**src/oss_pkg.sv**
```systemverilog
// Operation
// RULE_01: Fault12 mode 0000 accepts either pin edge.
// RULE_02: Fault12 modes 1-3 sample at PCLK/8,16,128.
// RULE_03: Fault12 modes 4-6 sample at PCLK,/2,/4.
// RULE_04: Software writes only listed mode, count codes.
// RULE_05: Sampled request needs equal consecutive level run.
// RULE_06: Count code: 0=16, 1=4, 2=8, 3-9=9-15.
// RULE_07: Fault12 invert bit flips sensed pin polarity.
// RULE_08: Fault9 mode field mirrors fault12 encodings.
// RULE_09: Fault9 count field mirrors fault12 run encoding.
// RULE_10: Fault9 invert bit flips sensed pin polarity.
// RULE_11: Channel7 stop enable stops outputs when one.
// RULE_12: Select bit adds comparator flag to stop.
// RULE_13: Select bits add fault0, fault4, fault8 flags.
// RULE_14: Select bits add fault10, fault11 flags.
// RULE_15: Select one includes flag, zero excludes it.
// RULE_16: Faults 8,10,11 share the same detection encodings.
// RULE_17: Accepted request sets flag until software clears.
// RULE_18: Channel7 stays stopped while selected flag set.
`default_nettype none
package oss_pkg;
    // Register port geometry
    localparam int OSS_ADDR_W = 8;
    localparam int OSS_DATA_W = 16;
    // Detected inputs: 0=fault12, 1=fault9, 2=fault8, 3=fault10, 4=fault11
    localparam int OSS_NUM_IN = 5;
    localparam int OSS_IN_F12 = 0;
    localparam int OSS_IN_F9  = 1;
    localparam int OSS_IN_F8  = 2;
    localparam int OSS_IN_F10 = 3;
    localparam int OSS_IN_F11 = 4;
    // Register byte offsets
    localparam logic [7:0] OSS_OFS_CTRL_BASE = 8'h00;
    localparam logic [7:0] OSS_OFS_STRIDE    = 8'h04;
    localparam logic [7:0] OSS_OFS_SW_STOP   = 8'h14;
    localparam logic [7:0] OSS_OFS_COND_SEL  = 8'h18;
    localparam logic [7:0] OSS_OFS_FLAGS     = 8'h1C;
    localparam logic [7:0] OSS_OFS_IRQ_MASK  = 8'h20;
    // Control register fields
    localparam int OSS_MODE_LSB = 0;
    localparam int OSS_CNT_LSB  = 4;
    localparam int OSS_INV_BIT  = 8;
    localparam int OSS_CTRL_W   = 9;
    localparam logic [OSS_CTRL_W-1:0] OSS_CTRL_RST = 9'h000;
    // Mode codes
    localparam logic [3:0] OSS_MODE_EDGE   = 4'h0;
    localparam logic [3:0] OSS_MODE_DIV8   = 4'h1;
    localparam logic [3:0] OSS_MODE_DIV16  = 4'h2;
    localparam logic [3:0] OSS_MODE_DIV128 = 4'h3;
    localparam logic [3:0] OSS_MODE_DIV1   = 4'h4;
    localparam logic [3:0] OSS_MODE_DIV2   = 4'h5;
    localparam logic [3:0] OSS_MODE_DIV4   = 4'h6;
    // Sample count codes and run lengths
    localparam logic [3:0] OSS_CNT_16       = 4'h0;
    localparam logic [3:0] OSS_CNT_4        = 4'h1;
    localparam logic [3:0] OSS_CNT_8        = 4'h2;
    localparam logic [3:0] OSS_CNT_MAX_CODE = 4'h9;
    localparam logic [4:0] OSS_RUN_16       = 5'h10;
    localparam logic [4:0] OSS_RUN_4        = 5'h04;
    localparam logic [4:0] OSS_RUN_8        = 5'h08;
    localparam logic [4:0] OSS_RUN_OFFSET   = 5'h06;
    // Sample ticks: PCLK/1, /2, /4, /8, /16, /128
    localparam int OSS_NUM_TICKS = 6;
    localparam int OSS_TICK_D1   = 0;
    localparam int OSS_TICK_D2   = 1;
    localparam int OSS_TICK_D4   = 2;
    localparam int OSS_TICK_D8   = 3;
    localparam int OSS_TICK_D16  = 4;
    localparam int OSS_TICK_D128 = 5;
    localparam int OSS_PRESC_W   = 7;
    // Stop condition select bits
    localparam int OSS_SEL_W   = 8;
    localparam int OSS_SEL_CMP = 0;
    localparam int OSS_SEL_F0  = 1;
    localparam int OSS_SEL_F4  = 2;
    localparam int OSS_SEL_F8  = 3;
    localparam int OSS_SEL_F10 = 4;
    localparam int OSS_SEL_F11 = 5;
    localparam int OSS_SEL_F12 = 6;
    localparam int OSS_SEL_F9  = 7;
    localparam logic [OSS_SEL_W-1:0] OSS_SEL_RST = 8'h00;
    localparam int OSS_SW_STOP_BIT = 0;
endpackage
`default_nettype wire

```
**src/oss_fault_detect.sv**
```systemverilog
`default_nettype none
module oss_fault_detect
    import oss_pkg::*;
(
    input  wire logic                     clk_sys,
    input  wire logic                     rst_n,
    input  wire logic                     fault_pin,
    input  wire logic                     invert,
    input  wire logic [3:0]               mode,
    input  wire logic [3:0]               count_sel,
    input  wire logic [OSS_NUM_TICKS-1:0] tick,
    output logic                          req
);
    logic       level;
    logic       edge_mode;
    logic       sample_en;
    logic [4:0] need;
    logic [4:0] run_d;
    logic [4:0] run_q;
    logic       samp_q;
    logic       acc_q;
    logic       prev_q;
    logic       fire;

    assign level     = fault_pin ^ invert;                // RULE_07 RULE_10
    assign edge_mode = (mode == OSS_MODE_EDGE);           // RULE_01 RULE_08

    // Sample strobe per mode; forbidden codes never sample
    always_comb begin
        unique case (mode)
            OSS_MODE_DIV8:   sample_en = tick[OSS_TICK_D8];   // RULE_02
            OSS_MODE_DIV16:  sample_en = tick[OSS_TICK_D16];  // RULE_02
            OSS_MODE_DIV128: sample_en = tick[OSS_TICK_D128]; // RULE_02
            OSS_MODE_DIV1:   sample_en = tick[OSS_TICK_D1];   // RULE_03
            OSS_MODE_DIV2:   sample_en = tick[OSS_TICK_D2];   // RULE_03
            OSS_MODE_DIV4:   sample_en = tick[OSS_TICK_D4];   // RULE_03
            default:         sample_en = 1'b0;
        endcase
    end

    // Run length; forbidden codes fall back to 16
    always_comb begin
        if (count_sel == OSS_CNT_4) begin
            need = OSS_RUN_4;                             // RULE_06 RULE_09
        end else if (count_sel == OSS_CNT_8) begin
            need = OSS_RUN_8;
        end else if (count_sel != OSS_CNT_16 &&
                     count_sel <= OSS_CNT_MAX_CODE) begin
            need = {1'b0, count_sel} + OSS_RUN_OFFSET;
        end else begin
            need = OSS_RUN_16;
        end
    end

    // Consecutive equal samples, saturating at the needed length
    always_comb begin
        if (level != samp_q) begin
            run_d = 5'h01;
        end else if (run_q >= need) begin
            run_d = need;
        end else begin
            run_d = run_q + 5'h01;
        end
    end

    // Fire only on a settled level that differs from the last one taken
    assign fire = sample_en && (run_d >= need) && (level != acc_q); // RULE_05

    always_ff @(posedge clk_sys) begin
        if (!rst_n) begin
            run_q  <= 5'h00;
            samp_q <= 1'b1;
        end else if (sample_en) begin
            run_q  <= run_d;
            samp_q <= level;
        end
    end

    // Accepted level; idle high pin is the start point
    always_ff @(posedge clk_sys) begin
        if (!rst_n) begin
            acc_q  <= 1'b1;
            prev_q <= 1'b1;
        end else begin
            prev_q <= level;
            if (edge_mode || fire) begin
                acc_q <= level;
            end
        end
    end

    // Request pulse, one cycle
    always_ff @(posedge clk_sys) begin
        if (!rst_n) begin
            req <= 1'b0;
        end else if (edge_mode) begin
            req <= (level != prev_q);                     // RULE_01
        end else begin
            req <= fire;                                  // RULE_05
        end
    end
endmodule
`default_nettype wire

```
**src/oss_prescaler.sv**
```systemverilog
`default_nettype none
module oss_prescaler
    import oss_pkg::*;
#(
    parameter int PRESC_W = OSS_PRESC_W
) (
    input  wire logic                     clk_sys,
    input  wire logic                     rst_n,
    output logic      [OSS_NUM_TICKS-1:0] tick
);
    logic [PRESC_W-1:0] cnt_q;

    // Free running divider shared by all inputs
    always_ff @(posedge clk_sys) begin
        if (!rst_n) begin
            cnt_q <= '0;
        end else begin
            cnt_q <= cnt_q + 1'b1;
        end
    end

    // One-cycle strobe when the low bits wrap
    genvar k;
    generate
        for (k = 0; k < OSS_NUM_TICKS; k++) begin : g_tick
            localparam int SH = (k == OSS_TICK_D128) ? 7 : k;
            if (SH == 0) begin : g_full
                assign tick[k] = 1'b1;
            end else begin : g_div
                assign tick[k] = &cnt_q[SH-1:0];
            end
        end
    endgenerate
endmodule
`default_nettype wire

```
**src/oss_top.sv**
```systemverilog
`default_nettype none
module oss_top
    import oss_pkg::*;
#(
    parameter int PRESC_W = OSS_PRESC_W
) (
    input  wire logic                  clk_sys,
    input  wire logic                  rst_n,
    input  wire logic [OSS_ADDR_W-1:0] reg_addr,
    input  wire logic [OSS_DATA_W-1:0] reg_wdata,
    input  wire logic                  reg_wr,
    input  wire logic                  reg_rd,
    output var  logic [OSS_DATA_W-1:0] reg_rdata_q,
    input  wire logic                  fault12_pin,
    input  wire logic                  fault9_pin,
    input  wire logic                  fault8_pin,
    input  wire logic                  fault10_pin,
    input  wire logic                  fault11_pin,
    input  wire logic                  comparator_detect_flag,
    input  wire logic                  fault0_detect_flag,
    input  wire logic                  fault4_detect_flag,
    output var  logic                  ch7_stop_q,
    output var  logic                  irq_q
);
    // Per-input pins and control storage
    logic [OSS_NUM_IN-1:0]    pin_vec;
    logic [OSS_CTRL_W-1:0]    ctrl_q [OSS_NUM_IN];
    logic [OSS_NUM_IN-1:0]    ctrl_wr;
    logic [OSS_NUM_IN-1:0]    ctrl_hit;
    logic [OSS_NUM_IN-1:0]    req;
    logic [OSS_NUM_TICKS-1:0] tick;

    // Flags, mask and stop controls
    logic [OSS_NUM_IN-1:0]    flag_q;
    logic [OSS_NUM_IN-1:0]    flag_d;
    logic [OSS_NUM_IN-1:0]    flag_clr;
    logic [OSS_NUM_IN-1:0]    mask_q;
    logic [OSS_SEL_W-1:0]     sel_q;
    logic [OSS_SEL_W-1:0]     cond_vec;
    logic                     sw_stop_q;
    logic                     stop_d;

    // Register decode
    logic                     hit_sw_stop;
    logic                     hit_cond_sel;
    logic                     hit_flags;
    logic                     hit_mask;
    logic [OSS_DATA_W-1:0]    rd_mux;
    logic [OSS_DATA_W-1:0]    ctrl_rd;

    // Pin order follows the input index constants
    assign pin_vec[OSS_IN_F12] = fault12_pin;
    assign pin_vec[OSS_IN_F9]  = fault9_pin;
    assign pin_vec[OSS_IN_F8]  = fault8_pin;
    assign pin_vec[OSS_IN_F10] = fault10_pin;
    assign pin_vec[OSS_IN_F11] = fault11_pin;

    // Fixed register decodes
    assign hit_sw_stop  = (reg_addr == OSS_OFS_SW_STOP);
    assign hit_cond_sel = (reg_addr == OSS_OFS_COND_SEL);
    assign hit_flags    = (reg_addr == OSS_OFS_FLAGS);
    assign hit_mask     = (reg_addr == OSS_OFS_IRQ_MASK);

    // Shared sample tick source, so every input sees the same phase
    oss_prescaler #(
        .PRESC_W (PRESC_W)
    ) u_presc (
        .clk_sys (clk_sys),
        .rst_n   (rst_n),
        .tick    (tick)
    );

    // One control register and one detector per fault input
    genvar i;
    generate
        for (i = 0; i < OSS_NUM_IN; i++) begin : g_in
            localparam logic [7:0] OFS =
                8'(OSS_OFS_CTRL_BASE + 8'(i) * OSS_OFS_STRIDE);

            assign ctrl_hit[i] = (reg_addr == OFS);
            assign ctrl_wr[i]  = reg_wr && ctrl_hit[i];

            // Mode, count and invert; upper bits are not stored
            always_ff @(posedge clk_sys) begin
                if (!rst_n) begin
                    ctrl_q[i] <= OSS_CTRL_RST;
                end else if (ctrl_wr[i]) begin
                    ctrl_q[i] <= reg_wdata[OSS_CTRL_W-1:0]; // RULE_08
                end
            end

            // Same engine for 12, 9, 8, 10 and 11
            oss_fault_detect u_det (                  // RULE_16
                .clk_sys   (clk_sys),
                .rst_n     (rst_n),
                .fault_pin (pin_vec[i]),
                .invert    (ctrl_q[i][OSS_INV_BIT]),
                .mode      (ctrl_q[i][OSS_MODE_LSB+:4]),
                .count_sel (ctrl_q[i][OSS_CNT_LSB+:4]),
                .tick      (tick),
                .req       (req[i])
            );
        end
    endgenerate

    // Write-one-to-clear mask from the flag register write
    assign flag_clr = (reg_wr && hit_flags) ?
                      reg_wdata[OSS_NUM_IN-1:0] : '0;

    // A request in the clearing cycle wins over the clear
    assign flag_d = (flag_q & ~flag_clr) | req;           // RULE_17

    // Sticky detection flags
    always_ff @(posedge clk_sys) begin
        if (!rst_n) begin
            flag_q <= '0;
        end else begin
            flag_q <= flag_d;                             // RULE_17
        end
    end

    // Interrupt mask, same layout as the flags
    always_ff @(posedge clk_sys) begin
        if (!rst_n) begin
            mask_q <= '0;
        end else if (reg_wr && hit_mask) begin
            mask_q <= reg_wdata[OSS_NUM_IN-1:0];
        end
    end

    // Software stop request for channel 7
    always_ff @(posedge clk_sys) begin
        if (!rst_n) begin
            sw_stop_q <= 1'b0;
        end else if (reg_wr && hit_sw_stop) begin
            sw_stop_q <= reg_wdata[OSS_SW_STOP_BIT];      // RULE_11
        end
    end

    // Stop condition select bits
    always_ff @(posedge clk_sys) begin
        if (!rst_n) begin
            sel_q <= OSS_SEL_RST;
        end else if (reg_wr && hit_cond_sel) begin
            sel_q <= reg_wdata[OSS_SEL_W-1:0];            // RULE_12 RULE_13
        end
    end

    // Candidate conditions lined up with the select bits
    assign cond_vec[OSS_SEL_CMP] = comparator_detect_flag; // RULE_12
    assign cond_vec[OSS_SEL_F0]  = fault0_detect_flag;     // RULE_13
    assign cond_vec[OSS_SEL_F4]  = fault4_detect_flag;     // RULE_13
    assign cond_vec[OSS_SEL_F8]  = flag_q[OSS_IN_F8];      // RULE_13
    assign cond_vec[OSS_SEL_F10] = flag_q[OSS_IN_F10];     // RULE_14
    assign cond_vec[OSS_SEL_F11] = flag_q[OSS_IN_F11];     // RULE_14
    assign cond_vec[OSS_SEL_F12] = flag_q[OSS_IN_F12];
    assign cond_vec[OSS_SEL_F9]  = flag_q[OSS_IN_F9];

    // Stop while software asks or any selected flag stands
    assign stop_d = sw_stop_q | (|(sel_q & cond_vec));   // RULE_15 RULE_18

    // Registered stop output; held as long as the cause holds
    always_ff @(posedge clk_sys) begin
        if (!rst_n) begin
            ch7_stop_q <= 1'b0;
        end else begin
            ch7_stop_q <= stop_d;                         // RULE_11 RULE_18
        end
    end

    // Level interrupt from unmasked sticky flags
    always_ff @(posedge clk_sys) begin
        if (!rst_n) begin
            irq_q <= 1'b0;
        end else begin
            irq_q <= |(flag_q & mask_q);
        end
    end

    // Control register read-back; one hit at most
    always_comb begin
        ctrl_rd = '0;
        for (int k = 0; k < OSS_NUM_IN; k++) begin
            if (ctrl_hit[k]) begin
                ctrl_rd = {{(OSS_DATA_W-OSS_CTRL_W){1'b0}}, ctrl_q[k]};
            end
        end
    end

    // Read mux; unmapped offsets read as zero
    always_comb begin
        if (|ctrl_hit) begin
            rd_mux = ctrl_rd;
        end else if (hit_sw_stop) begin
            rd_mux = {{(OSS_DATA_W-1){1'b0}}, sw_stop_q};
        end else if (hit_cond_sel) begin
            rd_mux = {{(OSS_DATA_W-OSS_SEL_W){1'b0}}, sel_q};
        end else if (hit_flags) begin
            rd_mux = {{(OSS_DATA_W-OSS_NUM_IN){1'b0}}, flag_q};
        end else if (hit_mask) begin
            rd_mux = {{(OSS_DATA_W-OSS_NUM_IN){1'b0}}, mask_q};
        end else begin
            rd_mux = '0;
        end
    end

    // Read data stands only in the cycle after the strobe
    always_ff @(posedge clk_sys) begin
        if (!rst_n) begin
            reg_rdata_q <= '0;
        end else if (reg_rd) begin
            reg_rdata_q <= rd_mux;
        end else begin
            reg_rdata_q <= '0;
        end
    end
endmodule
`default_nettype wire

```
**config.mk**
```make
export PLATFORM = sky130hd
export DESIGN_NAME = oss_top
export DESIGN_NICKNAME = d
export VERILOG_FILES = /design/src/oss_pkg.sv /design/src/oss_fault_detect.sv /design/src/oss_prescaler.sv /design/src/oss_top.sv
export SDC_FILE = /design/constraint.sdc
export NUM_CORES = 1
export LEC_CHECK = 0
export ABC_AREA = 1
export BUFFER_PORTS_ARGS = -buffer_cell sky130_fd_sc_hd__buf_4
export CAP_MARGIN = 15
export CORE_UTILIZATION = 43
export CTS_BUF_LIST = sky130_fd_sc_hd__clkbuf_2
export DETAILED_ROUTE_END_ITERATION = 12
export HOLD_SLACK_MARGIN = 0.02
export PLACE_DENSITY = 0.65
export REMOVE_ABC_BUFFERS = 1
export SLEW_MARGIN = 25
export SYNTH_ARGS = -nofsm -noshare
export SYNTH_HDL_FRONTEND = slang
export SYNTH_HIERARCHICAL = 1
export SYNTH_SLANG_ARGS = --single-unit
```
**constraint.sdc**
```tcl
create_clock -name clk_sys -period 3.8 [get_ports clk_sys]
set_clock_uncertainty 0.1 [all_clocks]
set_input_delay 0.19 -clock clk_sys [delete_from_list [all_inputs] [get_ports clk_sys]]
set_output_delay 0.19 -clock clk_sys [all_outputs]
set_load 0.005 [all_outputs]
```
==> reports/results.ini <==
[sta]
maxSlewHeadroom=0.429
finalCritPeriodShare=0.952
rsz0062_at_grt=no
fmax_ghz=0.276
setup-violations-final=0
hold_viol=0
drv_slew=0
fin_crit_ps=3620
fin_setup_tns_ps=0
tightest_slew_ps=856

[floorplan]
start_util=0.444
die_y_um=144
io_pins=54
die_area_sq_um=20900
rows=51
die_w_um=144
core_area_sq_um=19700

[worst_setup_path]
slowest_delay_ps=630
crit_fanout=15
startpoint_type=input pin
arrival_ps=4180
path_cells=dlygate4sd3_1 > buf_4 > nor2_4 > dlygate4sd3_1 > nand3_2 > dlygate4sd3_1 > inv_2 > nand2_4 > dlygate4sd3_1 > nor2_8 > o21ai_0 > a21oi_1 > dlygate4sd3_1
path_delay_family=buffers and inverters
crit_type=input pin to register
cp-end-kind=register
crit_buf_inv=7
critical_path.slowest_cell=dlygate4sd3_1
worstPathRequired_ps=4370
crit_top_cell=dlygate4sd3_1

[place]
dpl.cell_count=1472
io_buffers=39
dpl.hpwl_um=14400
gp_congestion=0.873

[global_route]
grt_usage=0.204
globalRoute.totalOverflow=0
grt_max_degree=77
antenna_found_initial=1
grt_first_pass_wirelength_um=32700
grt_pass1_vias=6773

[pwr]
ir_drop_mv=0.194
switchingPower_w=0.000992
power.density_nw_per_um2=307
p_total_w=0.00308
p_comb_frac=0.209
p_int_w=0.00209
seqPwrFrac=0.494
sw_frac_of_total=0.322
p_leak_nw=4.90
p_clk_frac=0.297

[layout]
drive_gt1_frac=0.159
fillCellCount=1935
utilization=0.509
layout_commonest_cell=nand2_1
area_growth_pct=14.7
layout_common_cells=253 x nand2_1, 155 x inv_1, 134 x nor2_1
multi_input_area_sq_um=4880
seqCellArea_sq_um=2990
fin_cells=1556
finalNetCount=1375

[clock_network]
cts_max_level=4
worstSkewPairLatency_ps=720
post-cts-setup-buffer-count=0
cts_sinks=127
ctsHoldBuffers=51
postCtsResizedCells=0
cts_buffers=17
cts.path.max_buffers=2
cts_tree=yes
root_buffer=clkbuf_2
clk_pin_slew_ps=200

[worst_hold_path]
min_path_type=input pin to register

[run]
maxCapViolations=0

[route]
drc=0
drt-initial-drc-count=430
ant_nets=0
via_count=7656
first_pass_iters=5
post_drt_wl_per_cell_um=13.0
wl_um=20200
vias_per_cell=4.92

[synth]
synthTopCellsByArea=dfxtp_1 19%, edfxtp_1 15%, nand2_1 11%, ha_1 8.9%, inv_1 6.7%
yosys_warnings=6
syn_avg_cell_area_sq_um=7.40
synth_area_sq_um=8730
ys_types=43
yosysTopAreaCell=dfxtp_1
synth_top_area_frac=0.188
synth_seq_area_share=0.343
ys_ff_latch=127
synthCells=1180

[run_status]
status=completed

## Yosys cell counts
cell	number
nor2_1	134
edfxtp_1	45
nor2_8	2
buf_2	5
xnor2_1	20
nor3b_2	5
inv_2	31
o211ai_1	10
clkinv_2	1
xor2_1	10
and2_1	1
o21a_1	1
buf_6	6
a21oi_1	53
o21ai_2	7
o21ai_0	54
nand4_1	4
a211oi_1	1
ha_1	62
nand3_1	110
a21oi_2	13
and3_1	6
nand2_1	253
a221oi_1	2
xor2_4	5
nor2_4	3
dfxtp_1	82
conb_1	2
nand3b_1	5
nand2_2	25
nor3_1	1
buf_1	1
or2_0	5
buf_4	10
nand2_4	6
inv_1	155
nor3_2	5
clkbuf_1	1
o21ai_1	10
nand3_2	21
a31oi_1	1
nor2_2	5
clkinv_1	1
## cell families after synthesis
logic type,count (synthesis),synth area share
buffers and inverters,211,0.101
and+or+nand+nor,591,0.320
other,2,0.000860
adders and majority gates,62,0.0889
DFF,127,0.343
xor gates and xnor gates,35,0.0459
AOI/OAI and AO/OA,152,0.100
## power groups by stage
stage | Combinational (W) | Clock (W) | Sequential [W]
finish | 0.000643 | 0.000916 | 0.00152
global route | 0.000746 | 0.00100 | 0.00153
CTS | 0.000645 | 0.000946 | 0.00152
detailed placement | 0.000611 | 0 | 0.00155
global placement | 0.000601 | 0 | 0.00155
floorplan | 0.000462 | 0 | 0.00153
## state kept, by name (all words and copies together) (netlist names)
signal	flops
g_in.u_det/samp_q	5
sw_stop_q	1
ctrl_q	45
flag_q	5
g_in.u_det/req	5
reg_rdata_q	9
g_in.u_det/prev_q	5
g_in.u_det/run_q	25
irq_q	1
mask_q	5
g_in.u_det/acc_q	5
sel_q	8
ch7_stop_q	1
u_presc/cnt_q	7
## layer usage
metal | wire, um | GRT usage | vias up
met4 | 476 | 0.0787 | 0
met2 | 9020 | 0.322 | 192
li1 | - | - | 3989
met1 | 9530 | 0.273 | 3447
met3 | 1140 | 0.0414 | 28
met5 | 0 | 0 | -
## worst paths after layout
path	to	depth (start not counted)	slack (ps)	start
setup / recovery	sel_q[7]	13	180	reg_addr[6]
setup reg to reg	g_in[3].u_det/acc_q	22	370	ctrl_q[3][5]
hold reg to reg	flag_q[1]	2	360	g_in[1].u_det/req
hold / removal	ch7_stop_q	6	300	fault4_detect_flag
## layout make-up
| cell class | instances | share of cell area |
|---|---|---|
| clock buffer | 19 | 0.00950 |
| inverter | 188 | 0.0706 |
| antenna | 1 | 0.000250 |
| multi-input combinational | 848 | 0.487 |
| clock inverter | 13 | 0.0165 |
| sequential | 127 | 0.299 |
| tap | 265 | 0.0331 |
| timing repair buffer | 95 | 0.0840 |
## metrics by stage
stage | area, sq um | hold slack [ps] | setup WS, ps
floorplan | 8580 | 174 | 826
global placement | 9240 | 329 | 494
detailed placement | 9240 | 335 | 436
CTS | 10000 | 229 | 317
global route | 10000 | 269 | 64.6
finish | 10000 | 301 | 181
## worst reg2reg max path: cells and delay by family, from the launching register on
| family | cells | cell delay, ps |
|---|---|---|
| fa+ha+maj | 3 | 810 |
| xor+xnor | 1 | 140 |
| flops | 1 | 540 |
| simple gates | 15 | 1450 |
| buf+inv | 3 | 210 |
Note: power is estimated with default switching activity, not from simulation.
